<file path="config.mk">
export PLATFORM = sky130hd
export DESIGN_NAME = osy_regs
export DESIGN_NICKNAME = d
export VERILOG_FILES = /design/src/logic/osy_pkg.sv /design/src/logic/osy_regs.sv
export VERILOG_INCLUDE_DIRS = /design/src /design/src/logic
export SDC_FILE = /design/constraint.sdc
export NUM_CORES = 1
export LEC_CHECK = 0
export BUFFER_PORTS_ARGS = -buffer_cell sky130_fd_sc_hd__buf_4
export CORE_MARGIN = 1.5
export CORE_UTILIZATION = 52
export DETAILED_ROUTE_END_ITERATION = 8
export PLACE_DENSITY = 0.81
export SKIP_CTS_REPAIR_TIMING = 1
export SLEW_MARGIN = 25
export SYNTH_ARGS = -nofsm -noshare
export SYNTH_HDL_FRONTEND = slang
export SYNTH_SLANG_ARGS = --single-unit
</file>
<file path="constraint.sdc">
create_clock -name clk -period 2.25 [get_ports clk]
set_clock_uncertainty 0.05 [all_clocks]
set_input_delay 0.3375 -clock clk [delete_from_list [all_inputs] [get_ports clk]]
set_output_delay 0.3375 -clock clk [all_outputs]
set_load 0.02 [all_outputs]
</file>
<file path="src/logic/osy_map.svh">
// register offsets, field positions, write masks and reset values of the output synthesizer bank
`ifndef OSY_MAP_SVH
`define OSY_MAP_SVH

// ----------------------------------------
// register offsets
// ----------------------------------------
`define OSY_ADDR_W          10
`define OSY_ADDR_BASE       10'h0f0
`define OSY_ADDR_CP         10'h0f0
`define OSY_ADDR_FB         10'h0f1
`define OSY_ADDR_CTRL       10'h0f2
`define OSY_ADDR_VCO        10'h0f3
`define OSY_ADDR_DIV        10'h0f4
`define OSY_NUM_REGS        5
`define OSY_IDX_CP          3'h0
`define OSY_IDX_FB          3'h1
`define OSY_IDX_CTRL        3'h2
`define OSY_IDX_VCO         3'h3
`define OSY_IDX_DIV         3'h4

// ----------------------------------------
// field positions
// ----------------------------------------
`define OSY_FB_FINE_HI      7
`define OSY_FB_FINE_LO      6
`define OSY_FB_COARSE_HI    5
`define OSY_FB_COARSE_LO    0
`define OSY_CTRL_LDPD       7
`define OSY_CTRL_DBL        5
`define OSY_CTRL_ABLMAN     4
`define OSY_CTRL_ABL_HI     3
`define OSY_CTRL_ABL_LO     2
`define OSY_CTRL_CPM_HI     1
`define OSY_CTRL_CPM_LO     0
`define OSY_VCO_FORCEREL    4
`define OSY_VCO_REFVALID    3
`define OSY_VCO_MIDSCALE    2
`define OSY_VCO_CAL         1
`define OSY_DIV_SEC_PD      6
`define OSY_DIV_SEC_HI      5
`define OSY_DIV_SEC_LO      4
`define OSY_DIV_PRI_PD      2
`define OSY_DIV_PRI_HI      1
`define OSY_DIV_PRI_LO      0

// ----------------------------------------
// writable bits (reserved positions stay zero) and reset values
// ----------------------------------------
`define OSY_MASK_CP         8'hff
`define OSY_MASK_FB         8'hff
`define OSY_MASK_CTRL       8'hbf
`define OSY_MASK_VCO        8'h1e
`define OSY_MASK_DIV        8'h77
`define OSY_RST_CP          8'h80
`define OSY_RST_FB          8'h07
`define OSY_RST_CTRL        8'h03
`define OSY_RST_VCO         8'h00
`define OSY_RST_DIV         8'h00
`define OSY_CPM_NORMAL      2'h3
`define OSY_ABL_MIN         2'h0

`endif

</file>
<file path="src/logic/osy_pkg.sv">
// types shared by the output synthesizer register bank
package osy_pkg;

	// register access request from the serial control port core
	typedef struct packed {
		logic       wr;    // write strobe, one cycle
		logic       rd;    // read strobe, one cycle
		logic [9:0] addr;  // register address
		logic [7:0] wdata; // write data
	} osy_req_t;

	// decoded configuration driven to the analog loop
	typedef struct packed {
		logic [7:0] cp_current;   // charge pump magnitude
		logic [1:0] cp_mode;      // charge pump mode
		logic [1:0] fb_fine;      // fine feedback count
		logic [5:0] fb_coarse;    // coarse feedback count
		logic [7:0] fb_ratio;     // 4*coarse + fine
		logic       fb_illegal;   // counter pair not allowed
		logic       lockdet_pd;   // lock detector powered down
		logic       ref_double;   // reference doubler on
		logic       abl_manual;   // antibacklash width programmed
		logic [1:0] abl_width;    // effective antibacklash width
		logic       ref_valid;    // reference qualified
		logic       vco_midscale; // control voltage forced mid
		logic       vco_cal;      // calibration request level
		logic       sync_hold;    // distribution held in sync
		logic       pri_pd;       // primary post-divider down
		logic [2:0] pri_div;      // primary divide value
		logic       sec_pd;       // secondary post-divider down
		logic [2:0] sec_div;      // secondary divide value
	} osy_cfg_t;

	// distribution sync state, one-hot
	typedef enum logic [1:0] {
		OSY_SYNC_HOLD = 2'b01,
		OSY_SYNC_FREE = 2'b10
	} osy_sync_t;

endpackage

</file>
<file path="src/logic/osy_regs.sv">
// output synthesizer configuration register bank with sync release control
`timescale 1ns/100ps
`include "osy_map.svh"

module osy_regs
	import osy_pkg::*;
(
	input  wire logic       clk,          // 10 MHz system clock
	input  wire logic       nrst,         // async reset, active low
	input  wire osy_req_t   req,          // register access request
	input  wire logic       synth_locked, // lock detector result
	input  wire logic       osc_valid,    // input cleanup loop oscillator valid
	output      logic [7:0] rdata,        // read data, one cycle after rd
	output      osy_cfg_t   cfg           // decoded configuration
);

	// ----------------------------------------
	// helper functions
	// ----------------------------------------

	// post-divider field decode, shared by both dividers
	function automatic logic [2:0] div_decode(input logic [1:0] f);
		case (f)
			2'h1:    div_decode = 3'h4;
			2'h2:    div_decode = 3'h5;
			default: div_decode = 3'h3;
		endcase
	endfunction

	// address to register index; index OSY_NUM_REGS means unmapped
	function automatic logic [2:0] addr_index(input logic [9:0] a);
		logic [9:0] off;
		off = a - `OSY_ADDR_BASE;
		if (a >= `OSY_ADDR_BASE && off < 10'(`OSY_NUM_REGS)) begin
			addr_index = off[2:0];
		end else begin
			addr_index = 3'(`OSY_NUM_REGS);
		end
	endfunction

	// feedback pair check: small coarse counts limit the fine count
	function automatic logic fb_bad(input logic [5:0] b, input logic [1:0] a);
		if (b < 6'h3) begin
			fb_bad = 1'b1;
		end else if (b == 6'h3) begin
			fb_bad = (a != 2'h0);
		end else if (b == 6'h4) begin
			fb_bad = (a > 2'h1);
		end else if (b <= 6'h6) begin
			fb_bad = (a > 2'h2);
		end else begin
			fb_bad = 1'b0;
		end
	endfunction

	// ----------------------------------------
	// register storage
	// ----------------------------------------
	logic [7:0] regs_reg  [`OSY_NUM_REGS]; // register file
	logic [7:0] regs_next [`OSY_NUM_REGS]; // next register values
	logic [7:0] mask_c    [`OSY_NUM_REGS]; // writable bits per register
	// reset values are constants, so the asynchronous reset branch reads no logic
	localparam logic [7:0] rst_c [`OSY_NUM_REGS] = '{`OSY_RST_CP, `OSY_RST_FB, `OSY_RST_CTRL, `OSY_RST_VCO, `OSY_RST_DIV};
	logic [7:0] rdata_next;                // next read data
	logic [2:0] idx;                       // decoded index

	assign mask_c = '{`OSY_MASK_CP, `OSY_MASK_FB, `OSY_MASK_CTRL, `OSY_MASK_VCO, `OSY_MASK_DIV};
	assign idx    = addr_index(req.addr);

	// write decode; reserved bits are masked so they always read zero
	always_comb begin
		for (int i = 0; i < `OSY_NUM_REGS; i++) begin
			regs_next[i] = regs_reg[i];
			if (req.wr && idx == 3'(i)) begin
				regs_next[i] = req.wdata & mask_c[i];
			end
		end
		rdata_next = rdata;
		if (req.rd) begin
			// unmapped addresses answer zero
			rdata_next = (idx < 3'(`OSY_NUM_REGS)) ? regs_reg[idx] : 8'h00;
		end
	end

	// one flop per register word, reset to its documented default
	genvar g;
	generate
		for (g = 0; g < `OSY_NUM_REGS; g++) begin : g_reg
			always_ff @(posedge clk or negedge nrst) begin
				if (!nrst) begin
					regs_reg[g] <= rst_c[g];
				end else begin
					regs_reg[g] <= regs_next[g];
				end
			end
		end
	endgenerate

	// read data register
	always_ff @(posedge clk or negedge nrst) begin
		if (!nrst) begin
			rdata <= 8'h00;
		end else begin
			rdata <= rdata_next;
		end
	end

	// ----------------------------------------
	// distribution sync control
	// ----------------------------------------
	osy_sync_t sync_reg;  // current sync state
	osy_sync_t sync_next; // next sync state
	logic      lock_ok;   // usable lock indication
	logic      force_rel; // software release override

	// a powered-down lock detector reports nothing, so it cannot release
	assign lock_ok   = synth_locked && !regs_next[`OSY_IDX_CTRL][`OSY_CTRL_LDPD];
	assign force_rel = regs_next[`OSY_IDX_VCO][`OSY_VCO_FORCEREL];

	// once released on lock the outputs stay free; a later unlock does
	// not re-sync them, which would glitch every channel
	always_comb begin
		case (sync_reg)
			OSY_SYNC_HOLD: begin
				sync_next = lock_ok ? OSY_SYNC_FREE : OSY_SYNC_HOLD;
			end
			OSY_SYNC_FREE: begin
				sync_next = OSY_SYNC_FREE;
			end
			default: begin
				sync_next = OSY_SYNC_HOLD;
			end
		endcase
	end

	// sync state register
	always_ff @(posedge clk or negedge nrst) begin
		if (!nrst) begin
			sync_reg <= OSY_SYNC_HOLD;
		end else begin
			sync_reg <= sync_next;
		end
	end

	// ----------------------------------------
	// decoded outputs, registered with the register file
	// ----------------------------------------
	osy_cfg_t cfg_next; // next decoded configuration

	// decode from the next register values so outputs change on the write edge
	always_comb begin
		logic [7:0] cp;
		logic [7:0] fb;
		logic [7:0] ct;
		logic [7:0] vc;
		logic [7:0] dv;
		cp = regs_next[`OSY_IDX_CP];
		fb = regs_next[`OSY_IDX_FB];
		ct = regs_next[`OSY_IDX_CTRL];
		vc = regs_next[`OSY_IDX_VCO];
		dv = regs_next[`OSY_IDX_DIV];
		cfg_next            = '0;
		cfg_next.cp_current = cp;
		cfg_next.fb_fine    = fb[`OSY_FB_FINE_HI:`OSY_FB_FINE_LO];
		cfg_next.fb_coarse  = fb[`OSY_FB_COARSE_HI:`OSY_FB_COARSE_LO];
		cfg_next.fb_ratio   = {fb[`OSY_FB_COARSE_HI:`OSY_FB_COARSE_LO], 2'h0}
			+ {6'h00, fb[`OSY_FB_FINE_HI:`OSY_FB_FINE_LO]};
		// flag pairs software should not program
		cfg_next.fb_illegal = fb_bad(cfg_next.fb_coarse, cfg_next.fb_fine);
		cfg_next.lockdet_pd = ct[`OSY_CTRL_LDPD];
		cfg_next.ref_double = ct[`OSY_CTRL_DBL];
		cfg_next.abl_manual = ct[`OSY_CTRL_ABLMAN];
		// width field only counts in programmed mode
		cfg_next.abl_width  = ct[`OSY_CTRL_ABLMAN] ? ct[`OSY_CTRL_ABL_HI:`OSY_CTRL_ABL_LO]
			: `OSY_ABL_MIN;
		cfg_next.cp_mode    = ct[`OSY_CTRL_CPM_HI:`OSY_CTRL_CPM_LO];
		cfg_next.ref_valid  = osc_valid || vc[`OSY_VCO_REFVALID];
		cfg_next.vco_midscale = vc[`OSY_VCO_MIDSCALE];
		cfg_next.vco_cal    = vc[`OSY_VCO_CAL];
		cfg_next.sync_hold  = (sync_next == OSY_SYNC_HOLD) && !force_rel;
		cfg_next.pri_pd     = dv[`OSY_DIV_PRI_PD];
		cfg_next.sec_pd     = dv[`OSY_DIV_SEC_PD];
		cfg_next.pri_div    = div_decode(dv[`OSY_DIV_PRI_HI:`OSY_DIV_PRI_LO]);
		cfg_next.sec_div    = div_decode(dv[`OSY_DIV_SEC_HI:`OSY_DIV_SEC_LO]);
	end

	// configuration output register; reset matches the register defaults
	always_ff @(posedge clk or negedge nrst) begin
		if (!nrst) begin
			cfg            <= '0;
			cfg.cp_current <= `OSY_RST_CP;
			cfg.cp_mode    <= `OSY_CPM_NORMAL;
			cfg.fb_coarse  <= 6'h07;
			cfg.fb_ratio   <= 8'h1c;
			cfg.sync_hold  <= 1'b1;
			cfg.pri_div    <= 3'h3;
			cfg.sec_div    <= 3'h3;
		end else begin
			cfg <= cfg_next;
		end
	end
endmodule

</file>
# [Word level (Yosys, flattened, before mapping)]
# Cells that the tools add are included.
[word_totals] latch_bits=0 word_cells=79 ram_bits=0 inputBits=24 memories=0 regBits=79 out_inout_bits=52 rom_bits=0
[classes] n_reduce_logical=13 mux=18 div_mod_pow=0 shift=0 order_cmp=8 mul=0 addsub=2 eq_ne=13 bitwise=1
[op_table] op="$mux W8" count=5
[op_table] op="$bmux W8 S3" count=1
[op_table] op="$pmux W3 S2" count=2
[op_table] op="$ge A10 B8 Y1 const B" count=1
[op_table] op="$lt A10 B3 Y1 const B" count=1
[op_table] op="$sub A10 B8 Y10 const B" count=1
[op_table] op="$add A8 B2 Y8" count=1
[op_table] op="$eq A2 B1 Y1 const B" count=4
[op_table] op="$logic_and A1 B1 Y1" count=8
[op_table] op="$mux W7" count=1
[op_table] op="$eq A2 B2 Y1 const B" count=3
[op_table] op="$eq A3 B2 Y1 const B" count=2
[op_table] op="$eq A6 B2 Y1 const B" count=1
[op_table] op="$eq A6 B3 Y1 const B" count=1
[op_table] op="$le A6 B3 Y1 const B" count=1
[op_table] op="$lt A6 B2 Y1 const B" count=1
[op_table] op="$mux W5" count=1
[op_table] op="$ge A4 B4 Y1 const B" count=1
[op_table] op="$mux W1" count=4
[op_table] op="$mux W2" count=2
[op_table] op="$not A3 Y4" count=1
[op_table] op="$pmux W2 S2" count=1
[op_table] op="$eq A3 B1 Y1 const B" count=1
[op_table] op="$eq A3 B3 Y1 const B" count=1
[op_table] op="other kinds (8)" count=9

# [Logic depth before layout (Yosys ltp)]
# Gate-level depths: netlist of run 1.
[logic_depth] ltp_word=13 ltp_mapped=7 mapped_depth_nobuf=6

# [Worst setup path before layout of run 1]
# No wires, ideal clock.
[synth_path] path_type="input -> register" from="in req[16] (netlist bit)" to="reg cfg[6] (netlist bit)" path_buffers=0 t_arrival_ns=1.752 path_stages=6 setup_slack_ns=0.334 t_required_ns=2.086 setup_time_ns=0.114 cell_sequence="nor4b_4 -> and4_1 -> nand2_1 -> mux2_2 -> ha_1 -> inv_1"
[synth_lines] element="from (decl)" line_no="osy_regs.sv:10" rtl="input wire osy_req_t req,"
[synth_lines] element="to (signal assigned)" line_no="osy_regs.sv:199" rtl="cfg <= cfg_next;"
[synth_lines] element="to (decl)" line_no="osy_regs.sv:14" rtl="output osy_cfg_t cfg"

==> results of run 1 <==
worst register-to-register path: stages (launching register included):
cell and delay (ps):
dfrtp_1 420, or2_0 220, mux4_2 460, and3_1 210, a221o_1 260
routing by layer:
layer | routed length [um] | track usage (%)
met1 | 2548 | 29.49
met2 | 3085 | 38.16
met3 | 377 | 4.497
met4 | 107 | 7.937
met5 | 0 | 0
stage by stage:
step / total power [mW] / std cells
3_3_place_gp: 1.185 / 341
2_1_floorplan: 1.099 / 230
3_5_place_dp: 1.189 / 341
6_report: 1.836 / 349
4_1_cts: 1.841 / 349
5_1_grt: 1.892 / 349
layout by cell type (no fill, tap or decap), types with 2 or more instances in the layout:
master / netlist / layout
buf_4: 33 / 81
dfrtp_1: 42 / 42
mux2_2: 32 / 32
inv_1: 14 / 14
dfstp_2: 12 / 12
nand2_1: 10 / 10
o21ai_0: 9 / 9
mux2i_1: 5 / 5
clkbuf_8: 0 / 5
a221o_1: 4 / 4
ha_1: 4 / 4
and3_1: 3 / 3
nor2_1: 3 / 3
a31oi_1: 3 / 3
nand3_1: 3 / 3
a21oi_1: 3 / 3
nor2b_1: 3 / 3
nor3_1: 3 / 3
and2_1: 2 / 2
nand3b_1: 2 / 2
nor3b_1: 2 / 2
nand4_1: 2 / 2
a211oi_1: 2 / 2
maj3_1: 2 / 2
a2111o_1: 2 / 2
or3_1: 2 / 2
a22oi_1: 2 / 2
mux4_2: 2 / 2
clkinvlp_4: 0 / 2
logic make-up (layout without fill, tap and decap cells):
| logic type | Yosys count | in the layout | share of synthesized area (%) |
|---|---|---|---|
| buffers and inverters | 54 | 103 | 12.10 |
| AOI/OAI and AO/OA | 32 | 32 | 8.413 |
| and+or+nand+nor | 45 | 45 | 10.73 |
| DFF | 54 | 54 | 49.66 |
| adders and majority gates | 6 | 6 | 2.547 |
| muxes | 39 | 39 | 16.55 |
final cells by class:
| cell class | count | area [sq um] | share of cell area [%] |
|---|---|---|---|
| flip-flops and latches | 54 | 1366 | 41.65 |
| multi-input cells | 122 | 1052 | 32.07 |
| repair buffers | 81 | 608.1 | 18.54 |
| well taps | 70 | 87.58 | 2.670 |
| clock buffers | 5 | 68.82 | 2.098 |
| inverters | 14 | 52.55 | 1.602 |
| clock inverters | 3 | 45.04 | 1.373 |
power groups by stage:
stage	Clock, mW	Combinational [mW]	Sequential, mW
after floorplan	0	0.0773	1.02
after global placement	0	0.168	1.02
after detailed placement	0	0.172	1.02
after CTS	0.669	0.173	0.999
after global routing	0.703	0.187	1.00
final	0.665	0.172	0.999
synth_stat cells, drive strengths merged (2+ instances only):
cell,count
maj3,2
and2,2
or3,2
dfstp,12
clkbuf,2
and3,3
a221o,4
a211oi,2
nor3b,2
dfrtp,42
mux2i,5
nor2b,3
ha,4
buf,38
nor3,5
nand3,3
a2111o,2
nand3b,2
a21oi,3
a22oi,2
inv,14
nor2,3
nand4,2
mux2,32
or2,2
mux4,2
nand2,10
a31oi,3
o21ai,9
worst max path at each step:
stage | from | endpoint | slack (ps) | depth (start not counted)
2_1_floorplan | req[16] | cfg[6] | 330 | 6
3_3_place_gp | req[16] | cfg[6] | 140 | 7
3_5_place_dp | req[16] | cfg[6] | 90 | 7
4_1_cts | req[16] | cfg[6] | 420 | 7
5_1_grt | req[16] | cfg[2] | 330 | 7
6_report | req[16] | cfg[6] | 390 | 7
==> run metrics, run 1 <==
status=finished clean; CP Max Fanout=6; Synth Area per Inst=11.96 sq um; Clk pwr share=36.2%; H-tree levels=2; pin count of the biggest net entering global routing=55; Final Routed Wirelength=6118 um; CP required=2420 ps; layout cells sized above 1=50.18%; fmax=537.5 MHz; Clock Path Buffers=2; CP Cell Sequence=buf_4 -> nor4b_4 -> and4_1 -> nand2_1 -> mux2_2 -> ha_1 -> inv_1; die height=75.74 um; Synth area leaders=dfrtp_1 (38%), mux2_2 (13%), dfstp_2 (11%); Vias=1961; Fillers=413; core area=5107 sq um; period utilisation layout=82.69%; crit path buf inv count=2; WHS=1.069 ps; area grow syn2layout=19.24%; antenna violations before repair=0; CP arrival=2030 ps; drt drc=0; TritonRoute pass-1 iters=4; post-place instance area=3167 sq um; synthesized instance count=230; leading area contributor after synthesis=dfrtp_1; setup repair after global routing missed its margin=false; crit path capture type=register; worst r2r dst=rdata[2]; Clock Sinks=54; Post-synth EDFFs=0; Tmin final=1860 ps; Max Slew Vio Count=0; worst-margin pin slew=672.9 ps; Net count, final=306; Hold Crit Class=in -> async; row count=26; worst rel slew slack=55.14%; die width=75.74 um; post-synthesis register bit count=54; Post-Syn Nets=258; internal power=1.391 mW; pre-CTS setup slack=86.05 ps; Lkg Pwr=1.662 nW; Most used DFF post-synth=dfrtp_1; grt ovf=0; total global-route track usage=22.77%; sw frac=24.24%; peak supply drop=0.4215 mV; Synth Warn #=0; Mapped Area=2751 sq um; ANT cells=0; Async SR Flop Fraction=100.0%; final antenna-violating net count=0; max FFs per register=27; Comb power frac=9.4%; CP top delay family=simple AND/OR/NAND/NOR gates; final core utilization=64.23%; initial core utilization=53.87%; Routed WL per cell=17.53 um; GPL Wtd Cong=0.8080; worst r2r path cells=4; Critical Path Source Type=input port; Psw=0.4451 mW; share of power burned in registers=54.4%; first-pass GRT wire length=9439 um; final setup margin=389.6 ps; Max Cap Violations=0; clock slew seen by the registers of the worst setup and hold paths=100 ps; number of global-route vias before repair=1861; Iteration-0 DRC Markers=157; post-synth top area share=38.20%; die area=5737 sq um; slowest CP cell=nor4b_4; r2r setup slk=540 ps; CP max stage delay=350 ps; HPWL after DPL=4480 um; later-pin clock latency in the skew report=310 ps; DR vias/cell=5.619; Crit Path Class=in -> reg; Finished Cell Area=3281 sq um; final hold violation count=0; post-route setup TNS=0 ps; IO Port Bufs=75; CTS tree=built; I/O pin total=76; root buf cell=clkbuf_8; RR Startpoint=regs_reg[18]; Distinct cells, synth=46; power per cell area=559.7 nW/um^2; Final setup viols=0; sequential element share of the synthesized area=49.66%; Num CTS Buffers=5
Power figures use the tool's default switching activity.
==> inputs of run 2 (changes only) <==
- clock period: 2.25 -> 1.81 ns (I/O delays scaled with it)
==> run metrics, run 2 (synthesis gave the netlist of run 1 again) <==
fmax=587.4 MHz; Final setup viols=0; Crit Path Class=reg -> reg; post-place instance area=3229 sq um; GPL Wtd Cong=0.7764; CP Cell Sequence=or2_0 -> mux4_2 -> and3_1 -> a221o_1; Max Cap Violations=0; fin cells=358; status=finished clean; Iteration-0 DRC Markers=180; Max Slew Vio Count=0; Comb power frac=10.2%; slowest CP cell=mux4_2; clock slew seen by the registers of the worst setup and hold paths=100 ps; total global-route track usage=23.13%; die height=75.74 um; setup repair after global routing missed its margin=false; row count=26; Psw=0.5265 mW; H-tree levels=2; most frequent cells in the layout=buf_4 (89), dfrtp_1 (42), mux2_2 (32); WHS=96.32 ps; most common cell after layout, fill and taps aside=buf_4; CP arrival=1850 ps; die width=75.74 um; CTS tree=built; CP max stage delay=460 ps; worst-margin pin slew=672.8 ps; pin count of the biggest net entering global routing=55; core area=5107 sq um; Clk pwr share=31.3%; Hold Crit Class=in -> reg; Final Routed Wirelength=6033 um; multi-input logic area=1055 sq um; Finished Cell Area=3323 sq um; die area=5737 sq um; grt ovf=0; root buf cell=clkbuf_8; first-pass GRT wire length=9660 um; post-route setup TNS=0 ps; Tmin final=1702 ps; later-pin clock latency in the skew report=320 ps; share of power burned in registers=58.5%; placed cells=349; number of global-route vias before repair=1904; sw frac=24.80%; Clock Path Buffers=2; TritonRoute pass-1 iters=4; crit path capture type=register; drt drc=0; Lkg Pwr=1.695 nW; Clock Sinks=54; CP required=1960 ps; flip-flop and latch area=1366 sq um; DR vias/cell=5.534; power per cell area=638.8 nW/um^2; final antenna-violating net count=0; peak supply drop=0.5166 mV; Fillers=419; initial core utilization=53.87%; internal power=1.596 mW; ANT cells=0; IO Port Bufs=75; Num CTS Buffers=5; worst rel slew slack=55.14%; Critical Path Source Type=register; area grow syn2layout=20.78%; period utilisation layout=94.05%; Net count, final=315; Routed WL per cell=16.85 um; max FFs per register=27; Vias=1981; layout cells sized above 1=51.04%; final hold violation count=0; CP Max Fanout=3; HPWL after DPL=4566 um; I/O pin total=76; antenna violations before repair=0
-- run 2: power groups by stage --
stage	sequential, mW	combinational [mW]	clock (mW)
final	1.24	0.216	0.664
after global routing	1.25	0.238	0.712
after CTS	1.24	0.217	0.671
after detailed placement	1.27	0.217	0
after global placement	1.26	0.213	0
after floorplan	1.27	0.0962	0
-- run 2: final cells by class --
type,count,share of cell area (%)
flip-flops and latches,54,41.11
multi-input cells,122,31.74
repair buffers,90,20.41
well taps,70,2.636
clock buffers,7,2.297
inverters,14,1.581
clock inverters,1,0.2259
-- run 2: routing by layer --
metal / GRT usage, % / part of all wire [%]
met2: 36.91 / 51
met3: 5.159 / 6.1
met1: 31.03 / 42
met4: 8.532 / 1.5
met5: 0 / 0
-- run 2: critical path: cells and delay by family, from the launching register on --
| family | cells | cell delay (ps) |
|---|---|---|
| AOI/OAI and AO/OA | 1 | 250 |
| DFF | 1 | 410 |
| and+or+nand+nor | 2 | 410 |
| muxes | 1 | 460 |
-- run 2: final timing paths --
path / slack, ps / endpoint / from / cells past startpoint
worst max-delay path: 110 / rdata[2] / regs_reg[18] / 4
worst min-delay path: 100 / cfg[11] / osc_valid / 2
worst max register to register: 110 / rdata[2] / regs_reg[18] / 4
worst min register to register: 460 / rdata[3] / rdata[3] / 1
max in group asynchronous: 770 / rdata[7] / nrst / 2
min in group asynchronous: 480 / regs_reg[11] / nrst / 2
-- run 2: stage by stage --
| stage | util (%) | total power, mW | worst slack, ps |
|---|---|---|---|
| final | 65.07 | 2.123 | 107.6 |
| after CTS | 64.87 | 2.131 | 112.3 |
| after global routing | 65.07 | 2.195 | 79.30 |
| after floorplan | - | 1.366 | 32.52 |
| after detailed placement | 63.23 | 1.482 | -67.09 |
| after global placement | 63.23 | 1.477 | -18.98 |
